**src/spm_pkg.sv**
```systemverilog
// Constants, register map and types for the serial peripheral port.
// ****************************************************************
// Summary of operation
// ****************************************************************
// Summary of operation
// Transfer-complete flag sets at the end of every byte, master or slave.
// Flag clears by a control write of zero or by reading the data register.
// Data write during a transfer sets write-collision; software clears it.
// Port works only while the enable bit, bit 5, is set.
// Master-select bit 4 set: port is master and drives the serial clock.
// Master-select bit clear: port is slave, serial clock is an input.
// Bit 3 sets the serial clock idle level, high when set.
// Bit 2 set launches data on leading edge, clear on trailing edge.
// Rate code 00, 01, 10, 11 divides the core clock by 2, 4, 8, 16.
// In slave mode, rate bit 0 reads back the select pin level.
// Master and slave must share clock polarity and phase settings.
// A data register write supplies the byte to be shifted out.
// A data register read returns the byte last received.
// Each transfer is one eight-bit byte, most significant bit first.
// Master write starts eight serial clock periods, one sample each.
// Data driven on one clock edge and sampled on the opposite one.
// Slave byte ends at eighth clock with phase 1, select high with phase 0.
// A colliding data write leaves the byte being shifted untouched.
package spm_pkg;

  // ****************************************************************
  // Register map
  // ****************************************************************
  localparam int unsigned ADDR_W = 12;
  localparam logic [7:0] IDX_DATA = 8'hF7;
  localparam logic [7:0] IDX_CTRL = 8'hF8;
  localparam logic [7:0] IDX_STAT = 8'hF9;
  localparam logic [7:0] IDX_MASK = 8'hFA;
  localparam logic [7:0] RST_DATA = 8'h00;
  localparam logic [7:0] RST_CTRL = 8'h04;
  localparam logic [1:0] RST_IRQ  = 2'h0;

  // ****************************************************************
  // Field positions
  // ****************************************************************
  localparam int unsigned BIT_DONE   = 7;
  localparam int unsigned BIT_WRITE_COLLISION_FLAG   = 6;
  localparam int unsigned BIT_EN     = 5;
  localparam int unsigned BIT_MASTER = 4;
  localparam int unsigned BIT_CPOL   = 3;
  localparam int unsigned BIT_CPHA   = 2;
  localparam int unsigned STAT_DONE  = 0;
  localparam int unsigned STAT_WRITE_COLLISION_FLAG  = 1;

  // ****************************************************************
  // Transfer counts
  // ****************************************************************
  localparam logic [3:0] XFER_BITS  = 4'h8;
  localparam logic [3:0] LAST_HALF  = 4'hF;
  localparam logic [2:0] HALF_DIV2  = 3'h0;
  localparam logic [2:0] HALF_DIV4  = 3'h1;
  localparam logic [2:0] HALF_DIV8  = 3'h3;
  localparam logic [2:0] HALF_DIV16 = 3'h7;

  typedef struct packed {
    logic       done;
    logic       write_collision_flag;
    logic       en;
    logic       master;
    logic       cpol;
    logic       cpha;
    logic [1:0] rate;
  } spm_ctrl_s;

  typedef enum logic [1:0] {
    ST_IDLE  = 2'b00,
    ST_MXFER = 2'b01,
    ST_SXFER = 2'b10,
    ST_SWAIT = 2'b11
  } spm_state_e;

endpackage : spm_pkg

```
**src/spm_sclk_gen.sv**
```systemverilog
// Master serial clock burst generator with selectable divide ratio.
`timescale 1ns/10ps
module spm_sclk_gen (
  // Clock and reset
  input  wire logic       mclk,
  input  wire logic       rst,
  // Control
  input  wire logic       start,
  input  wire logic       stop,
  input  wire logic [1:0] rate,
  // Clock events
  output logic            act,
  output logic            lead,
  output logic            trail,
  output logic            done
);

  logic [1:0] rate_q;
  logic [2:0] div_cnt;
  logic [3:0] half_cnt;
  logic       running;
  logic [2:0] half_m1;
  logic       tick;

  // divide select
  assign half_m1 = (rate_q == 2'h0) ? spm_pkg::HALF_DIV2 :
                   (rate_q == 2'h1) ? spm_pkg::HALF_DIV4 :
                   (rate_q == 2'h2) ? spm_pkg::HALF_DIV8 :
                                      spm_pkg::HALF_DIV16;
  assign tick  = running & (div_cnt == half_m1);
  assign lead  = tick & ~act;
  assign trail = tick & act;
  // sixteen half periods
  assign done  = tick & (half_cnt == spm_pkg::LAST_HALF);

  always_ff @(posedge mclk or posedge rst) begin
    if (rst) begin
      running  <= 1'b0;
      act      <= 1'b0;
      div_cnt  <= 3'h0;
      half_cnt <= 4'h0;
      rate_q   <= 2'h0;
    end else if (stop) begin
      running  <= 1'b0;
      act      <= 1'b0;
      div_cnt  <= 3'h0;
      half_cnt <= 4'h0;
    end else if (start) begin
      running  <= 1'b1;
      act      <= 1'b0;
      div_cnt  <= 3'h0;
      half_cnt <= 4'h0;
      rate_q   <= rate;
    end else if (tick) begin
      div_cnt  <= 3'h0;
      act      <= ~act;
      half_cnt <= half_cnt + 4'h1;
      running  <= ~done;
    end else if (running) begin
      div_cnt  <= div_cnt + 3'h1;
    end
  end

endmodule : spm_sclk_gen

```
**src/spm_spi_port.sv**
```systemverilog
// Byte-wide serial peripheral port, master or slave, with an APB slave.
//
// The APB slave port was decided locally.
`timescale 1ns/10ps
module spm_spi_port (
  // Clock and reset
  input  wire logic        mclk,
  input  wire logic        rst,
  // APB slave
  input  wire logic        psel,
  input  wire logic        penable,
  input  wire logic        pwrite,
  input  wire logic [11:0] paddr,
  input  wire logic [31:0] pwdata,
  output logic [31:0]      prdata,
  output logic             pready,
  output logic             pslverr,
  // Interrupt
  output logic             irq,
  // Serial pins
  input  wire logic        sclk_in,
  output logic             sclk_out,
  output logic             sclk_oe_n,
  input  wire logic        mosi_in,
  output logic             mosi_out,
  output logic             mosi_oe_n,
  input  wire logic        miso_in,
  output logic             miso_out,
  output logic             miso_oe_n,
  input  wire logic        ss_n
);

  // ****************************************************************
  // Address decode
  // ****************************************************************
  function automatic logic reg_hit(input logic [11:0] a,
                                   input logic [7:0]  idx);
    reg_hit = (a == {2'h0, idx, 2'h0});
  endfunction : reg_hit

  spm_pkg::spm_ctrl_s  ctl;
  spm_pkg::spm_state_e state;
  spm_pkg::spm_state_e next_state;
  logic [7:0] rx_data;
  logic [7:0] tx_sh;
  logic [7:0] rx_sh;
  logic [3:0] cnt;
  logic [1:0] stat;
  logic [1:0] mask;
  logic       sclk_q;

  wire acc    = psel & penable & pready;
  wire ans    = psel & penable & ~pready;
  wire hit_d  = reg_hit(paddr, spm_pkg::IDX_DATA);
  wire hit_c  = reg_hit(paddr, spm_pkg::IDX_CTRL);
  wire hit_s  = reg_hit(paddr, spm_pkg::IDX_STAT);
  wire hit_m  = reg_hit(paddr, spm_pkg::IDX_MASK);
  wire mapped = hit_d | hit_c | hit_s | hit_m;
  wire wr_dat = acc & pwrite & hit_d;
  wire wr_ctl = acc & pwrite & hit_c;
  wire wr_msk = acc & pwrite & hit_m;
  wire rd_dat = acc & ~pwrite & hit_d;
  wire rd_sts = acc & ~pwrite & hit_s;

  // select pin level on rate bit 0 in slave mode
  wire rate_lo = ctl.master ? ctl.rate[0] : ss_n;
  wire [7:0] ctl_rd = {ctl.done, ctl.write_collision_flag, ctl.en, ctl.master,
                       ctl.cpol, ctl.cpha, ctl.rate[1], rate_lo};
  wire [7:0] rd_mux = hit_d ? rx_data :
                      hit_c ? ctl_rd :
                      hit_s ? {6'h00, stat} :
                      hit_m ? {6'h00, mask} : 8'h00;

  // ****************************************************************
  // Serial clock events
  // ****************************************************************
  wire busy     = (state != spm_pkg::ST_IDLE);
  // master mode
  wire m_mode   = ctl.en & ctl.master;
  // slave mode
  wire s_mode   = ctl.en & ~ctl.master;
  wire s_sel    = s_mode & ~ss_n;
  // master write starts a burst
  wire m_start  = wr_dat & ~busy & m_mode;
  wire g_act;
  wire g_lead;
  wire g_trail;
  wire g_done;

  spm_sclk_gen spm_sclk_gen_inst (
    .mclk  (mclk),
    .rst   (rst),
    .start (m_start),
    .stop  (~m_mode),
    .rate  (ctl.rate),
    .act   (g_act),
    .lead  (g_lead),
    .trail (g_trail),
    .done  (g_done)
  );

  // both ends read the clock with the same polarity
  wire lvl    = sclk_in ^ ctl.cpol;
  wire lvl_q  = sclk_q ^ ctl.cpol;
  wire s_lead = s_sel & lvl & ~lvl_q;
  wire s_trl  = s_sel & ~lvl & lvl_q;
  wire lead   = m_mode ? g_lead : s_lead;
  wire trail  = m_mode ? g_trail : s_trl;
  // phase picks the launching edge
  // sample on the opposite edge
  wire samp_ev = ctl.cpha ? trail : lead;
  wire lnch_ev = ctl.cpha ? lead : trail;
  wire din     = m_mode ? miso_in : mosi_in;
  wire last_s  = samp_ev & (cnt == spm_pkg::XFER_BITS - 4'h1);

  // ****************************************************************
  // Transfer sequencing
  // ****************************************************************
  logic xfer_done;

  always_comb begin
    next_state = state;
    xfer_done  = 1'b0;
    case (state)
      spm_pkg::ST_IDLE: begin
        if (m_start) begin
          next_state = spm_pkg::ST_MXFER;
        end else if (s_sel && samp_ev) begin
          next_state = spm_pkg::ST_SXFER;
        end
      end
      spm_pkg::ST_MXFER: begin
        // master byte ends with the burst
        if (g_done) begin
          next_state = spm_pkg::ST_IDLE;
          xfer_done  = 1'b1;
        end
      end
      spm_pkg::ST_SXFER: begin
        // slave end of byte by phase
        if (ss_n) begin
          next_state = spm_pkg::ST_IDLE;
        end else if (last_s && ctl.cpha) begin
          next_state = spm_pkg::ST_IDLE;
          xfer_done  = 1'b1;
        end else if (last_s) begin
          next_state = spm_pkg::ST_SWAIT;
        end
      end
      spm_pkg::ST_SWAIT: begin
        if (ss_n) begin
          next_state = spm_pkg::ST_IDLE;
          xfer_done  = 1'b1;
        end
      end
      default: begin
        next_state = spm_pkg::ST_IDLE;
      end
    endcase
    // disabled or mode changed stops the port
    if (!ctl.en || (ctl.master != (state == spm_pkg::ST_MXFER)
                    && busy)) begin
      next_state = spm_pkg::ST_IDLE;
      xfer_done  = 1'b0;
    end
  end

  // collision on a write while busy
  wire write_collision_flag_ev = wr_dat & busy;
  // load only when idle
  wire tx_load = wr_dat & ~busy;
  // shift out most significant bit first
  wire tx_shft = lnch_ev & (cnt != 4'h0) & busy;
  wire [7:0] rx_next = {rx_sh[6:0], din};

  always_ff @(posedge mclk or posedge rst) begin
    if (rst) begin
      state <= spm_pkg::ST_IDLE;
    end else begin
      state <= next_state;
    end
  end

  always_ff @(posedge mclk or posedge rst) begin
    if (rst) begin
      cnt <= 4'h0;
    end else if (next_state == spm_pkg::ST_IDLE) begin
      cnt <= 4'h0;
    end else if (samp_ev) begin
      cnt <= cnt + 4'h1;
    end
  end

  // written byte feeds the shifter
  wire [7:0] next_tx = tx_load ? pwdata[7:0] :
                       tx_shft ? {tx_sh[6:0], 1'b0} : tx_sh;

  always_ff @(posedge mclk or posedge rst) begin
    if (rst) begin
      tx_sh <= spm_pkg::RST_DATA;
    end else begin
      tx_sh <= next_tx;
    end
  end

  always_ff @(posedge mclk or posedge rst) begin
    if (rst) begin
      rx_sh <= 8'h00;
    end else if (samp_ev && (busy || next_state != spm_pkg::ST_IDLE)) begin
      rx_sh <= rx_next;
    end
  end

  // received byte latched only at completion
  always_ff @(posedge mclk or posedge rst) begin
    if (rst) begin
      rx_data <= spm_pkg::RST_DATA;
    end else if (xfer_done) begin
      rx_data <= (samp_ev && busy) ? rx_next : rx_sh;
    end
  end

  // ****************************************************************
  // Control register and interrupt
  // ****************************************************************
  always_ff @(posedge mclk or posedge rst) begin
    if (rst) begin
      ctl <= spm_pkg::RST_CTRL;
    end else begin
      if (wr_ctl) begin
        ctl.en     <= pwdata[spm_pkg::BIT_EN];
        ctl.master <= pwdata[spm_pkg::BIT_MASTER];
        // idle level select
        ctl.cpol   <= pwdata[spm_pkg::BIT_CPOL];
        ctl.cpha   <= pwdata[spm_pkg::BIT_CPHA];
        ctl.rate   <= pwdata[1:0];
      end
      // cleared by a zero write or a data read, set wins
      ctl.done <= xfer_done | (ctl.done & ~rd_dat &
                  ~(wr_ctl & ~pwdata[spm_pkg::BIT_DONE]));
      // sticky until software clears it
      ctl.write_collision_flag <= write_collision_flag_ev | (ctl.write_collision_flag &
                  ~(wr_ctl & ~pwdata[spm_pkg::BIT_WRITE_COLLISION_FLAG]));
    end
  end

  wire [1:0] ev = {write_collision_flag_ev, xfer_done};

  always_ff @(posedge mclk or posedge rst) begin
    if (rst) begin
      stat <= spm_pkg::RST_IRQ;
      mask <= spm_pkg::RST_IRQ;
      irq  <= 1'b0;
    end else begin
      stat <= ev | (stat & ~{2{rd_sts}});
      mask <= wr_msk ? pwdata[1:0] : mask;
      irq  <= |(stat & mask);
    end
  end

  // ****************************************************************
  // Bus answer and pin drivers
  // ****************************************************************
  always_ff @(posedge mclk or posedge rst) begin
    if (rst) begin
      pready  <= 1'b0;
      prdata  <= 32'h00000000;
      pslverr <= 1'b0;
    end else begin
      pready  <= ans;
      prdata  <= (ans && !pwrite) ? {24'h000000, rd_mux} : 32'h00000000;
      pslverr <= ans & ~mapped;
    end
  end

  always_ff @(posedge mclk or posedge rst) begin
    if (rst) begin
      sclk_q    <= 1'b0;
      sclk_out  <= 1'b0;
      sclk_oe_n <= 1'b1;
      mosi_out  <= 1'b0;
      mosi_oe_n <= 1'b1;
      miso_out  <= 1'b0;
      miso_oe_n <= 1'b1;
    end else begin
      sclk_q    <= sclk_in;
      // idle level plus burst activity
      // pin edge with sample
      // The pin flips at the edge where the internal sample is taken.
      sclk_out  <= ctl.cpol ^ g_act ^ (g_lead | g_trail);
      sclk_oe_n <= ~m_mode;
      mosi_out  <= next_tx[7];
      mosi_oe_n <= ~m_mode;
      miso_out  <= next_tx[7];
      miso_oe_n <= ~s_sel;
    end
  end

  // ****************************************************************
  // Assertions
  // ****************************************************************
  logic [3:0] m_trails;

  always_ff @(posedge mclk or posedge rst) begin
    if (rst) begin
      m_trails <= 4'h0;
    end else if (m_start) begin
      m_trails <= 4'h0;
    end else if (g_trail) begin
      m_trails <= m_trails + 4'h1;
    end
  end
endmodule : spm_spi_port

```
**config.mk**
```make
export PLATFORM = sky130hd
export DESIGN_NAME = spm_spi_port
export DESIGN_NICKNAME = d
export VERILOG_FILES = /design/src/spm_pkg.sv /design/src/spm_sclk_gen.sv /design/src/spm_spi_port.sv
export SDC_FILE = /design/constraint.sdc
export NUM_CORES = 1
export LEC_CHECK = 0
export BUFFER_PORTS_ARGS = -buffer_cell sky130_fd_sc_hd__buf_2
export CELL_PAD_IN_SITES_DETAIL_PLACEMENT = 1
export CELL_PAD_IN_SITES_GLOBAL_PLACEMENT = 1
export CORE_AREA = 10 10 106 108
export CTS_CLUSTER_SIZE = 10
export DETAILED_ROUTE_END_ITERATION = 10
export DIE_AREA = 0 0 116 118
export GPL_TIMING_DRIVEN = 0
export PLACE_DENSITY = 0.89
export SETUP_SLACK_MARGIN = 0.4
export SYNTH_ARGS = -nofsm -noshare
export SYNTH_HDL_FRONTEND = slang
export SYNTH_SLANG_ARGS = --single-unit
```
**constraint.sdc**
```tcl
create_clock -name mclk -period 2.8 [get_ports mclk]
set_input_delay 0.14 -clock mclk [delete_from_list [all_inputs] [get_ports mclk]]
set_output_delay 0.14 -clock mclk [all_outputs]
set_load 0.02 [all_outputs]
```
==> impl_results.md, run 1 <==
- Share of post-route cells with drive strength above 1: 0.3790
- Vias in the first global route: ~3300
- Met2 GRT Util: 0.2527
- Final setup fails: 0
- Slowest stage cell, crit path: dfrtp_1
- Leading cell types by count after synthesis: dfrtp_1, mux2_2, nor2_1
- Synth area leader: dfrtp_1
- Vias per cell: roughly 5.4
- Clock-pin slew on the worst setup and hold paths: 70 ps
- Status: finished, final reports clean
- Syn_area_per_cell: around 11 um2
- First-pass GRT wire length: between 15 and 20 mm
- CTS tree: done
- Fmax: around 400 MHz
- Gpl congestion: just over 0.8
- Period utilization: 0.9022
- Ys async rst share: 1.000
- Worst Clk Skew: around 13 ps
- RSZ-0062 raised after global routing: true
- Port buffer count: 44
- Synthesized flop and latch total: between 60 and 70
- Buf/Inv on CP: 2
- Cell area power density: around 400 nW/um2
- Crit path DAT: between 2000 and 3000 ps
- Total of max-cap violations: 0
- Top_reg_cell synth: dfrtp_1
- Num CTS Buffers: 9
- Time the worst path needs with I/O delays and setup: 2526 ps
- Cells after Synth: 340
- CTS Sinks: slightly below 70
- Net count reported at finish: between 400 and 500
- Worst-Skew Late Latency: roughly 350 ps
- Grt total ovfl: 0
- Crit path max-delay family: simple AND/OR/NAND/NOR gates
- Total power: approximately 1.9 mW
- Leakage power: about 2.1 nW
- Met3 usage: 0.04995
- M1 GR Usage: 0.1674
- Critical path class: flip-flop to flip-flop
- Count leader, synth: dfrtp_1
- Pin count of the biggest net entering global routing: between 40 and 50
- Hold crit path type: input port to flip-flop
- Post-DRT Antenna Nets: 0
- Crit path capture type: flip-flop
- Max-slew headroom: 0.5565
- Number of synthesized flops with an enable pin: 0
- Pins Over Slew Limit: 0
- CP startpoint kind: flip-flop
- Area occupied by multi-input gates: about 1900 um2
- Starting DRT DRC Count: between 80 and 90
- Post-synthesis cell type count: 60
- Total Routing Usage GR: 0.1514
- Std cell rows: 35
- Routed wire length: between 10 and 15 mm
- H-tree Lvls: 3
- Slew @ Worst Pin: about 660 ps
- Area grow syn2layout: 27.40%
- Global route hottest layer: met2
- Total number of vias: roughly 2900
- Yosys warns: 0
- Mapped Area: around 3600 um2
- DR pass1 iterations: 4
- Setup TNS: 0 ps
- Io pins: 94
- Die area: ~14000 um2
- Initial cell density of the core: 0.3990
- CP required: slightly above 3000 ps
- Die width: between 100 and 150 um
- Register Area: between 1500 and 2000 um2
- Clock Tree Root: clkbuf_8
- Worst-case vdd ir drop: roughly 0.23 mV
- Core ar.: 9109 um2
- Post-DR wirelength/cell: ~19 um
- Final hold viol count: 0
- Die Span Y: ~120 um
- Sequential fraction of the synthesis area: 0.4692
- Yosys top cell area share: 0.4475
- Crit Path Max Fanout: 10
- Longest Clk Path Bufs: 2
- CP Cell Sequence: buf_4, nor4b_2, o2bb2ai_4, or2_2, a211o_1, o2111a_1, buf_2, mux2_2
- Final HPWL from detailed placement: 7.290 mm
- Fillers: 1021
- Max incr delay on CP: between 300 and 400 ps
- DRC: 0
- Synth area leaders: dfrtp_1, mux2_2, buf_4
- Initial antenna violation count: 0
- Antenna Cells: 0
cell type report:
class	count	share of cell area
multi-input combinational	248	0.4150
sequential	68	0.3688
timing repair buffer	59	0.08619
buffer	39	0.05566
clock buffer	14	0.03513
tap	111	0.02999
inverter	8	0.006485
clock inverter	2	0.002702
per-stage QoR:
stage	worst slack [ps]	cell area, um2	hold WS (ps)	util	cells
after detailed placement	56.66	4104	276.8	0.4505	519
final	273.8	4631	37.61	0.5084	549
after global placement	162.3	4084	289.9	0.4484	518
after global routing	200.8	4631	33.39	0.5084	549
after CTS	282.3	4482	31.49	0.4920	547
after floorplan	426.1	3725	171.4	-	363
tightest hold or removal path, cell delays in order:
cell	delay, ps
buf_2	110
nand2_1	50
nand2_1	50
power by group:
part	switching, mW	internal, mW	total [mW]
Sequential	0.00162	0.984	0.986
Clock	0.370	0.370	0.740
Combinational	0.0776	0.0498	0.127
sequential cells by signal (all words and copies together), names as in the netlist, 2 cells and up:
name                        count
cnt                             4
ctl                             8
mask                            2
prdata                          8
rx_data                         8
rx_sh                           8
spm_sclk_gen_inst.div_cnt       3
spm_sclk_gen_inst.half_cnt      4
spm_sclk_gen_inst.rate_q        2
stat                            2
state                           2
tx_sh                           7
kinds of logic after synthesis:
| logic type | count (synthesis) | share of synthesized area |
|---|---|---|
| xor gates and xnor gates | 8 | 0.01928 |
| muxes | 41 | 0.1246 |
| other | 1 | 0.001032 |
| and+or+nand+nor | 108 | 0.1628 |
| DFF | 68 | 0.4692 |
| AOI/OAI and AO/OA | 63 | 0.1322 |
| adders and majority gates | 4 | 0.01377 |
| buffers and inverters | 47 | 0.07711 |
layout by cell type, fill, tap and decap left out, types with 5 or more instances in the layout:
cell type | netlist | layout
dfrtp_1 | 65 | 63
buf_4 | 26 | 34
nand2_1 | 26 | 26
nand3_1 | 13 | 13
inv_1 | 8 | 7
a22oi_1 | 8 | 8
clkbuf_8 | 0 | 11
nor2_1 | 33 | 31
buf_2 | 5 | 48
o21ai_0 | 12 | 12
conb_1 | 1 | 24
clkbuf_1 | 7 | 8
a21oi_1 | 17 | 15
mux2i_1 | 7 | 7
mux2_4 | 0 | 23
xnor2_1 | 5 | 5
mux2_2 | 34 | 11
per-layer routing:
layer | share of wire | up-vias
met2 | 0.52 | 112
met5 | 0 | -
li1 | - | 1341
met3 | 0.056 | 30
met1 | 0.40 | 1463
met4 | 0.031 | 0
path summary, 6_finish.rpt:
path / startpoint / to / slack (ps) / cells past startpoint
max in group asynchronous: rst / mosi_oe_n / 1660 / 4
max: spm_sclk_gen_inst.div_cnt[1] / rx_data[7] / 270 / 8
max reg2reg: spm_sclk_gen_inst.div_cnt[1] / rx_data[7] / 270 / 8
min: pwdata[1] / ctl[1] / 40 / 3
min reg2reg: pready / pready / 500 / 1
min in group asynchronous: rst / cnt[1] / 440 / 3
what timing repair did:
item	in CTS	in global routing
setup buffers	10	2
hold buffers	2	0
endpoints found under the setup margin	30	27
pin swaps	7	8
gates resized for setup	15	35
hold endpoints to repair	28	0
gates cloned	0	0
Power figures use the tool's default switching activity.
==> run 2: changes to the inputs <==
--- a/config.mk
+++ b/config.mk
@@ -14,7 +14,7 @@
 export DIE_AREA = 0 0 116 118
 export GPL_TIMING_DRIVEN = 0
 export PLACE_DENSITY = 0.89
-export SETUP_SLACK_MARGIN = 0.4
 export SYNTH_ARGS = -nofsm -noshare
 export SYNTH_HDL_FRONTEND = slang
 export SYNTH_SLANG_ARGS = --single-unit
+export TNS_END_PERCENT = 20
==> impl_results.md, run 2 (synthesis gave the netlist of run 1 again) <==
- Total Routing Usage GR: 0.1444 (was 0.1514)
- Total number of vias: 2836 (was 2946)
- Clock-pin slew on the worst setup and hold paths: 80 ps (was 70 ps)
- DR pass1 iterations: 4 (unchanged)
- Worst-case vdd ir drop: 0.2250 mV (was 0.2330 mV)
- Vias per cell: 5.281 (was 5.366)
- Pre-CTS setup slack: -20.70 ps (was 56.66 ps)
- Cell area power density: 441.2 nW/um2 (was 400.3 nW/um2)
- Fmax: 378.1 MHz (was 395.8 MHz)
- Final instance area: 4338 um2 (was 4631 um2)
- Grt total ovfl: 0 (unchanged)
- Slew @ Worst Pin: 848.4 ps (was 664.3 ps)
- CP startpoint kind: flip-flop (unchanged)
- Worst Clk Skew: 9.995 ps (was 12.60 ps)
- Total of max-cap violations: 0 (unchanged)
- Register Area: 1705 um2 (was 1708 um2)
- Post-DR wirelength/cell: 17.60 um (was 19.31 um)
- Time the worst path needs with I/O delays and setup: 2645 ps (was 2526 ps)
- Pins Over Slew Limit: 0 (unchanged)
- Critical path class: flip-flop to flip-flop (unchanged)
- Hold crit path type: input port to flip-flop (unchanged)
- Leakage power: 2.000 nW (was 2.115 nW)
- First-pass GRT wire length: 15.86 mm (was 16.61 mm)
- Die area: 13690 um2 (unchanged)
- Antenna Cells: 0 (unchanged)
- Std cell rows: 35 (unchanged)
- Final HPWL from detailed placement: 6.974 mm (was 7.290 mm)
- Dpl cells: 518 (was 519)
- Crit path capture type: flip-flop (unchanged)
- Max incr delay on CP: 820 ps (was 390 ps)
- Period utilization: 0.9447 (was 0.9022)
- Net count reported at finish: 478 (was 490)
- Worst-Skew Late Latency: 360 ps (was 350 ps)
- Commonest non-fill, non-tap cell in the layout: dfrtp_1 (unchanged)
- Final WS setup: 155.0 ps (was 273.8 ps)
- Crit Path Max Fanout: 8 (was 10)
- DRC: 0 (unchanged)
- Num CTS Buffers: 9 (unchanged)
- Slowest stage cell, crit path: a2111oi_2 (was dfrtp_1)
- CTS Sinks: 68 (unchanged)
- Gpl congestion: 0.8199 (was 0.8111)
- CP required: 3030 ps (was 3020 ps)
- Die width: 116 um (unchanged)
- CP Cell Sequence: buf_2, nand3_1, nor2_1, a2111oi_2, o21a_1, a2bb2oi_1, nor2_1 (was buf_4, nor4b_2, o2bb2ai_4, or2_2, a211o_1, o2111a_1, buf_2, mux2_2)
- Most frequent cells in the layout: dfrtp_1, buf_2, mux2_2 (was dfrtp_1, buf_2, buf_4)
- Routed wire length: 9.452 mm (was 10.60 mm)
- RSZ-0062 raised after global routing: true (unchanged)
- Setup TNS: 0 ps (unchanged)
- Port buffer count: 44 (unchanged)
- Status: finished, final reports clean (unchanged)
- Crit path DAT: 2870 ps (was 2750 ps)
- Final core utilization: 0.4762 (was 0.5084)
- Total power: 1.914 mW (was 1.853 mW)
- Final hold viol count: 0 (unchanged)
- Max-slew headroom: 0.4344 (was 0.5565)
- R2R depth: 7 (was 8)
- Initial antenna violation count: 0 (unchanged)
- Post-DRT Antenna Nets: 0 (unchanged)
- H-tree Lvls: 3 (unchanged)
- Core ar.: 9109 um2 (unchanged)
- Pin count of the biggest net entering global routing: 69 (was 41)
- Hold path cells: 3 (unchanged)
- Final hold slack: 26.04 ps (was 37.61 ps)
- Fillers: 1046 (was 1021)
- Area occupied by multi-input gates: 1742 um2 (was 1922 um2)
- CTS tree: done (unchanged)
- Final setup fails: 0 (unchanged)
- Share of post-route cells with drive strength above 1: 0.3451 (was 0.3790)
- Cell Area, Placed: 4083 um2 (was 4104 um2)
- Io pins: 94 (unchanged)
- Clock Tree Root: clkbuf_8 (unchanged)
- Area grow syn2layout: 19.35% (was 27.40%)
- CP most frequent cell: nor2_1
- Initial cell density of the core: 0.3990 (unchanged)
- Die Span Y: 118 um (unchanged)
- Final non-filler cell total: 537 (was 549)
- Starting DRT DRC Count: 113 (was 86)
- Vias in the first global route: 3174 (was 3319)
- Longest Clk Path Bufs: 2 (unchanged)
==> run 2: final timing paths <==
| path | slack, ps | start | endpoint |
|---|---|---|---|
| hold / removal | 30 | pwdata[1] | ctl[1] |
| setup / recovery | 150 | ctl[5] | cnt[0] |
| setup reg to reg | 150 | ctl[5] | cnt[0] |
| min in group asynchronous | 500 | rst | cnt[1] |
| hold reg to reg | 500 | pready | pready |
| max in group asynchronous | 1740 | rst | spm_sclk_gen_inst.act |
==> run 2: cell type report <==
cell class / instances / area share
flip-flops and latches: 68 / 0.3931
well taps: 111 / 0.03202
clock buffers: 10 / 0.02942
repair buffers: 48 / 0.06461
inverters: 8 / 0.007499
plain buffers: 38 / 0.05682
multi-input cells: 248 / 0.4015
clock inverters: 6 / 0.01500
==> run 2: worst max-delay path: cells and delay by family (launching register included) <==
kind	cells	cell delay, ps
compound gates	3	1430
simple gates	3	550
buf+inv	1	170
flops	1	360
==> run 2: repair_timing <==
action                                  in CTS  in global routing
endpoints found under the hold margin       60                  0
buffers inserted                             1                  1
hold buffers                                 2                  0
pin swaps                                    1                  1
resized for setup                            0                  2
endpoints found under the setup margin       8                 24
==> run 2: routing by layer <==
layer / track usage / up-vias / share of wire
li1: - / 1324 / -
met1: 0.1563 / 1420 / 0.41
met2: 0.2523 / 74 / 0.52
met3: 0.04332 / 18 / 0.050
met4: 0.05947 / 0 / 0.020
met5: 0 / - / 0
==> run 2: report_power, final <==
group          internal (mW)  switching, mW
registers              0.984        0.00167
clock network          0.409          0.395
logic                 0.0471         0.0770
==> run 3: changes to the inputs <==
--- a/config.mk
+++ b/config.mk
@@ -8,13 +8,15 @@
 export BUFFER_PORTS_ARGS = -buffer_cell sky130_fd_sc_hd__buf_2
 export CELL_PAD_IN_SITES_DETAIL_PLACEMENT = 1
 export CELL_PAD_IN_SITES_GLOBAL_PLACEMENT = 1
-export CORE_AREA = 10 10 106 108
+export CORE_AREA = 10 10 107 109
 export CTS_CLUSTER_SIZE = 10
 export DETAILED_ROUTE_END_ITERATION = 10
-export DIE_AREA = 0 0 116 118
+export DIE_AREA = 0 0 117 119
+export GPL_ROUTABILITY_DRIVEN = 0
 export GPL_TIMING_DRIVEN = 0
-export PLACE_DENSITY = 0.89
+export PLACE_DENSITY = 0.9
 export SYNTH_ARGS = -nofsm -noshare
 export SYNTH_HDL_FRONTEND = slang
+export SYNTH_HIERARCHICAL = 1
 export SYNTH_SLANG_ARGS = --single-unit
 export TNS_END_PERCENT = 20
==> impl_results.md, run 3 <==
- Final hold slack: 17.52 ps (was 26.04 ps)
- Number of synthesized flops with an enable pin: 0 (unchanged)
- Total power: 2.044 mW (was 1.914 mW)
- Post-synthesis cell type count: 63 (was 60)
- Core ar.: 9459 um2 (was 9109 um2)
- Die Span Y: 119 um (was 118 um)
- Synth area leader: dfrtp_1 (unchanged)
- Total Routing Usage GR: 0.1542 (was 0.1444)
- Worst Clk Skew: 8.967 ps (was 9.995 ps)
- Net count reported at finish: 524 (was 478)
- H-tree Lvls: 3 (unchanged)
- Ys async rst share: 1.000 (unchanged)
- Simple-gate share of the synthesized area: 0.1826 (was 0.1628)
- Time the worst path needs with I/O delays and setup: 2687 ps (was 2645 ps)
- Synth Area in XOR/XNOR: 0.01636 (was 0.01928)
- Antenna Cells: 0 (unchanged)
- Top_reg_cell synth: dfrtp_1 (unchanged)
- Mapped Area: 3747 um2 (was 3635 um2)
- DRC: 0 (unchanged)
- Yosys warns: 6 (was 0)
- Sequential fraction of the synthesis area: 0.4551 (was 0.4692)
- Post-DRT Antenna Nets: 0 (unchanged)
- Port buffer count: 44 (unchanged)
- Final HPWL from detailed placement: 7.540 mm (was 6.974 mm)
- First-pass GRT wire length: 17.28 mm (was 15.86 mm)
- Initial cell density of the core: 0.3962 (was 0.3990)
- Pin count of the biggest net entering global routing: 44 (was 69)
- Max-slew headroom: 0.4100 (was 0.4344)
- Longest Clk Path Bufs: 2 (unchanged)
- Routed wire length: 10.86 mm (was 9.452 mm)
- Cell Area, Placed: 4217 um2 (was 4083 um2)
- Final setup fails: 0 (unchanged)
- Synthesized flop and latch total: 68 (unchanged)
- Area share of fa/ha/maj cells after synthesis: 0.01336 (was 0.01377)
- Syn_area_per_cell: 9.993 um2 (was 10.69 um2)
- Std cell rows: 36 (was 35)
- Total of max-cap violations: 0 (unchanged)
- Cells after Synth: 375 (was 340)
- Worst-case vdd ir drop: 0.2926 mV (was 0.2250 mV)
- Share of post-route cells with drive strength above 1: 0.3291 (was 0.3451)
- Count leader, synth: dfrtp_1 (unchanged)
- Buf/Inv on CP: 1 (unchanged)
- Final core utilization: 0.4970 (was 0.4762)
- Leakage power: 2.178 nW (was 2.000 nW)
- Synth Area in Compound Gates: 0.1556 (was 0.1322)
- Crit Path Max Fanout: 8 (unchanged)
- Crit path capture type: flip-flop (unchanged)
- CTS tree: done (unchanged)
- Vias in the first global route: 3467 (was 3174)
- Cell area power density: 434.7 nW/um2 (was 441.2 nW/um2)
- Die width: 117 um (was 116 um)
- Crit path DAT: 2930 ps (was 2870 ps)
- Leading cell types by count after synthesis: dfrtp_1, nand2_1, nor2_1 (was dfrtp_1, mux2_2, nor2_1)
- Critical path class: flip-flop to flip-flop (unchanged)
- Largest family of logic cells by synthesized area: simple AND/OR/NAND/NOR gates (unchanged)
- Mux contribution to synthesized area: 0.09583 (was 0.1246)
- Fmax: 372.2 MHz (was 378.1 MHz)
- Slew @ Worst Pin: 876.9 ps (was 848.4 ps)
- Slowest stage cell, crit path: or3_4 (was a2111oi_2)
- Clock Tree Root: clkbuf_8 (unchanged)
- DR pass1 iterations: 4 (unchanged)
- Die area: 13920 um2 (was 13690 um2)
- Max incr delay on CP: 440 ps (was 820 ps)
- CP required: 3040 ps (was 3030 ps)
- Grt total ovfl: 0 (unchanged)
- Worst-Skew Late Latency: 360 ps (about the same)
- Commonest non-fill, non-tap cell in the layout: dfrtp_1 (unchanged)
- Period utilization: 0.9596 (was 0.9447)
- Final hold viol count: 0 (unchanged)
- Num CTS Buffers: 9 (unchanged)
- Clock-pin slew on the worst setup and hold paths: 80 ps (about the same)
- Vias per cell: 5.338 (was 5.281)
- Fillers: 1103 (was 1046)
- Io pins: 94 (unchanged)
- Status: finished, final reports clean (unchanged)
- CP startpoint kind: flip-flop (unchanged)
- Area grow syn2layout: 25.44% (was 19.35%)
- Pins Over Slew Limit: 0 (unchanged)
- CP Cell Sequence: or3_4, o22ai_4, o21ai_4, nor2_4, a31oi_4, nor3b_2, o21ai_1, a21boi_1, o21ai_2, buf_12, mux2_2 (was buf_2, nand3_1, nor2_1, a2111oi_2, o21a_1, a2bb2oi_1, nor2_1)
- Yosys top cell area share: 0.4341 (was 0.4475)
- Initial antenna violation count: 0 (unchanged)
- Crit path max-delay family: simple AND/OR/NAND/NOR gates (was compound AO/OA/AOI/OAI gates)
- Total number of vias: 3123 (was 2836)
- Most frequent cells in the layout: dfrtp_1, buf_2, nand2_1 (was dfrtp_1, buf_2, mux2_2)
- CTS Sinks: 68 (unchanged)
- Synth area leaders: dfrtp_1, buf_4, mux2i_1 (was dfrtp_1, mux2_2, buf_4)
- Post-DR wirelength/cell: 18.57 um (was 17.60 um)
- Starting DRT DRC Count: 88 (was 113)
- Hold crit path type: input port to flip-flop (unchanged)
- Final instance area: 4701 um2 (was 4338 um2)
==> run 3: cell types whose count changed in the layout (fill, tap and decap cells not counted), sizes merged, moves of 3 or more <==
cell and delta:
clkinvlp -3, o21ai +11, o211ai +4, nand2b +6
mux2i +12, a21oi +3, buf +12, nand3 -8
inv +3, nor2b +3, nand2 +19, nand4 +5
mux2 -19
==> run 3: what timing repair did <==
item                                    4_1_cts  5_1_grt
cloned                                        0        0
pin swaps                                     3        7
endpoints found under the setup margin       30       28
hold buffers                                  2        0
hold endpoints to repair                     26        0
resized for setup                            13       15
buffers inserted                              3        8
==> run 3: path summary, 6_finish.rpt <==
kind / slack (ps) / to / depth (start not counted) / start
worst max register to register: 110 / rx_sh[1] / 11 / spm_sclk_gen_inst/rate_q[1]
worst min-delay path: 20 / ctl[2] / 3 / pwdata[2]
max in group asynchronous: 1900 / ctl[2] / 4 / rst
min in group asynchronous: 290 / tx_sh[3] / 3 / rst
worst min register to register: 520 / stat[1] / 2 / stat[1]
worst max-delay path: 110 / rx_sh[1] / 11 / spm_sclk_gen_inst/rate_q[1]
==> run 3: layout make-up <==
type / count / area, um2 / area share
Multi-Input combinational cell: 280 / 1958 / 0.4166
Sequential cell: 68 / 1708 / 0.3633
Timing Repair Buffer: 58 / 367.9 / 0.07825
Buffer: 39 / 259.0 / 0.05510
Clock buffer: 11 / 151.4 / 0.03221
Tap cell: 114 / 142.6 / 0.03034
Clock inverter: 4 / 72.57 / 0.01544
Inverter: 11 / 41.29 / 0.008784
==> run 3: cell families after synthesis <==
group	after synthesis
buffers and inverters	50
other	1
AND/OR/NAND/NOR	133
AO/OA/AOI/OAI	78
multiplexers	34
flip-flops	68
XOR/XNOR	7
adder cells (fa/ha/maj)	4
==> run 3: routing by layer <==
layer,vias up,track usage,wire length [um]
met5,-,0,0
met4,0,0.06105,260
met3,23,0.03464,411
met2,79,0.2768,5897
met1,1561,0.1701,4293
li1,1460,-,-
==> run 3: power by group <==
| group | internal [mW] | switching [mW] |
|---|---|---|
| Combinational | 0.0506 | 0.0812 |
| Clock | 0.544 | 0.382 |
| Sequential | 0.984 | 0.00253 |
==> run 3: stage by stage <==
stage / worst slack, ps / TNS, ps / std cells
floorplan: 130.9 / 0 / 398
global placement: -200.3 / -2980 / 556
detailed placement: -349.0 / -6095 / 557
CTS: 13.72 / 0 / 577
global route: -34.96 / -317.3 / 585
finish: 113.1 / 0 / 585
==> run 3: worst register-to-register path, delay by kind of cell (launching register included) <==
kind,cells,cell delay [ps]
multiplexers,1,270
flip-flops,1,410
buffers and inverters,1,150
AO/OA/AOI/OAI,6,850
AND/OR/NAND/NOR,3,880
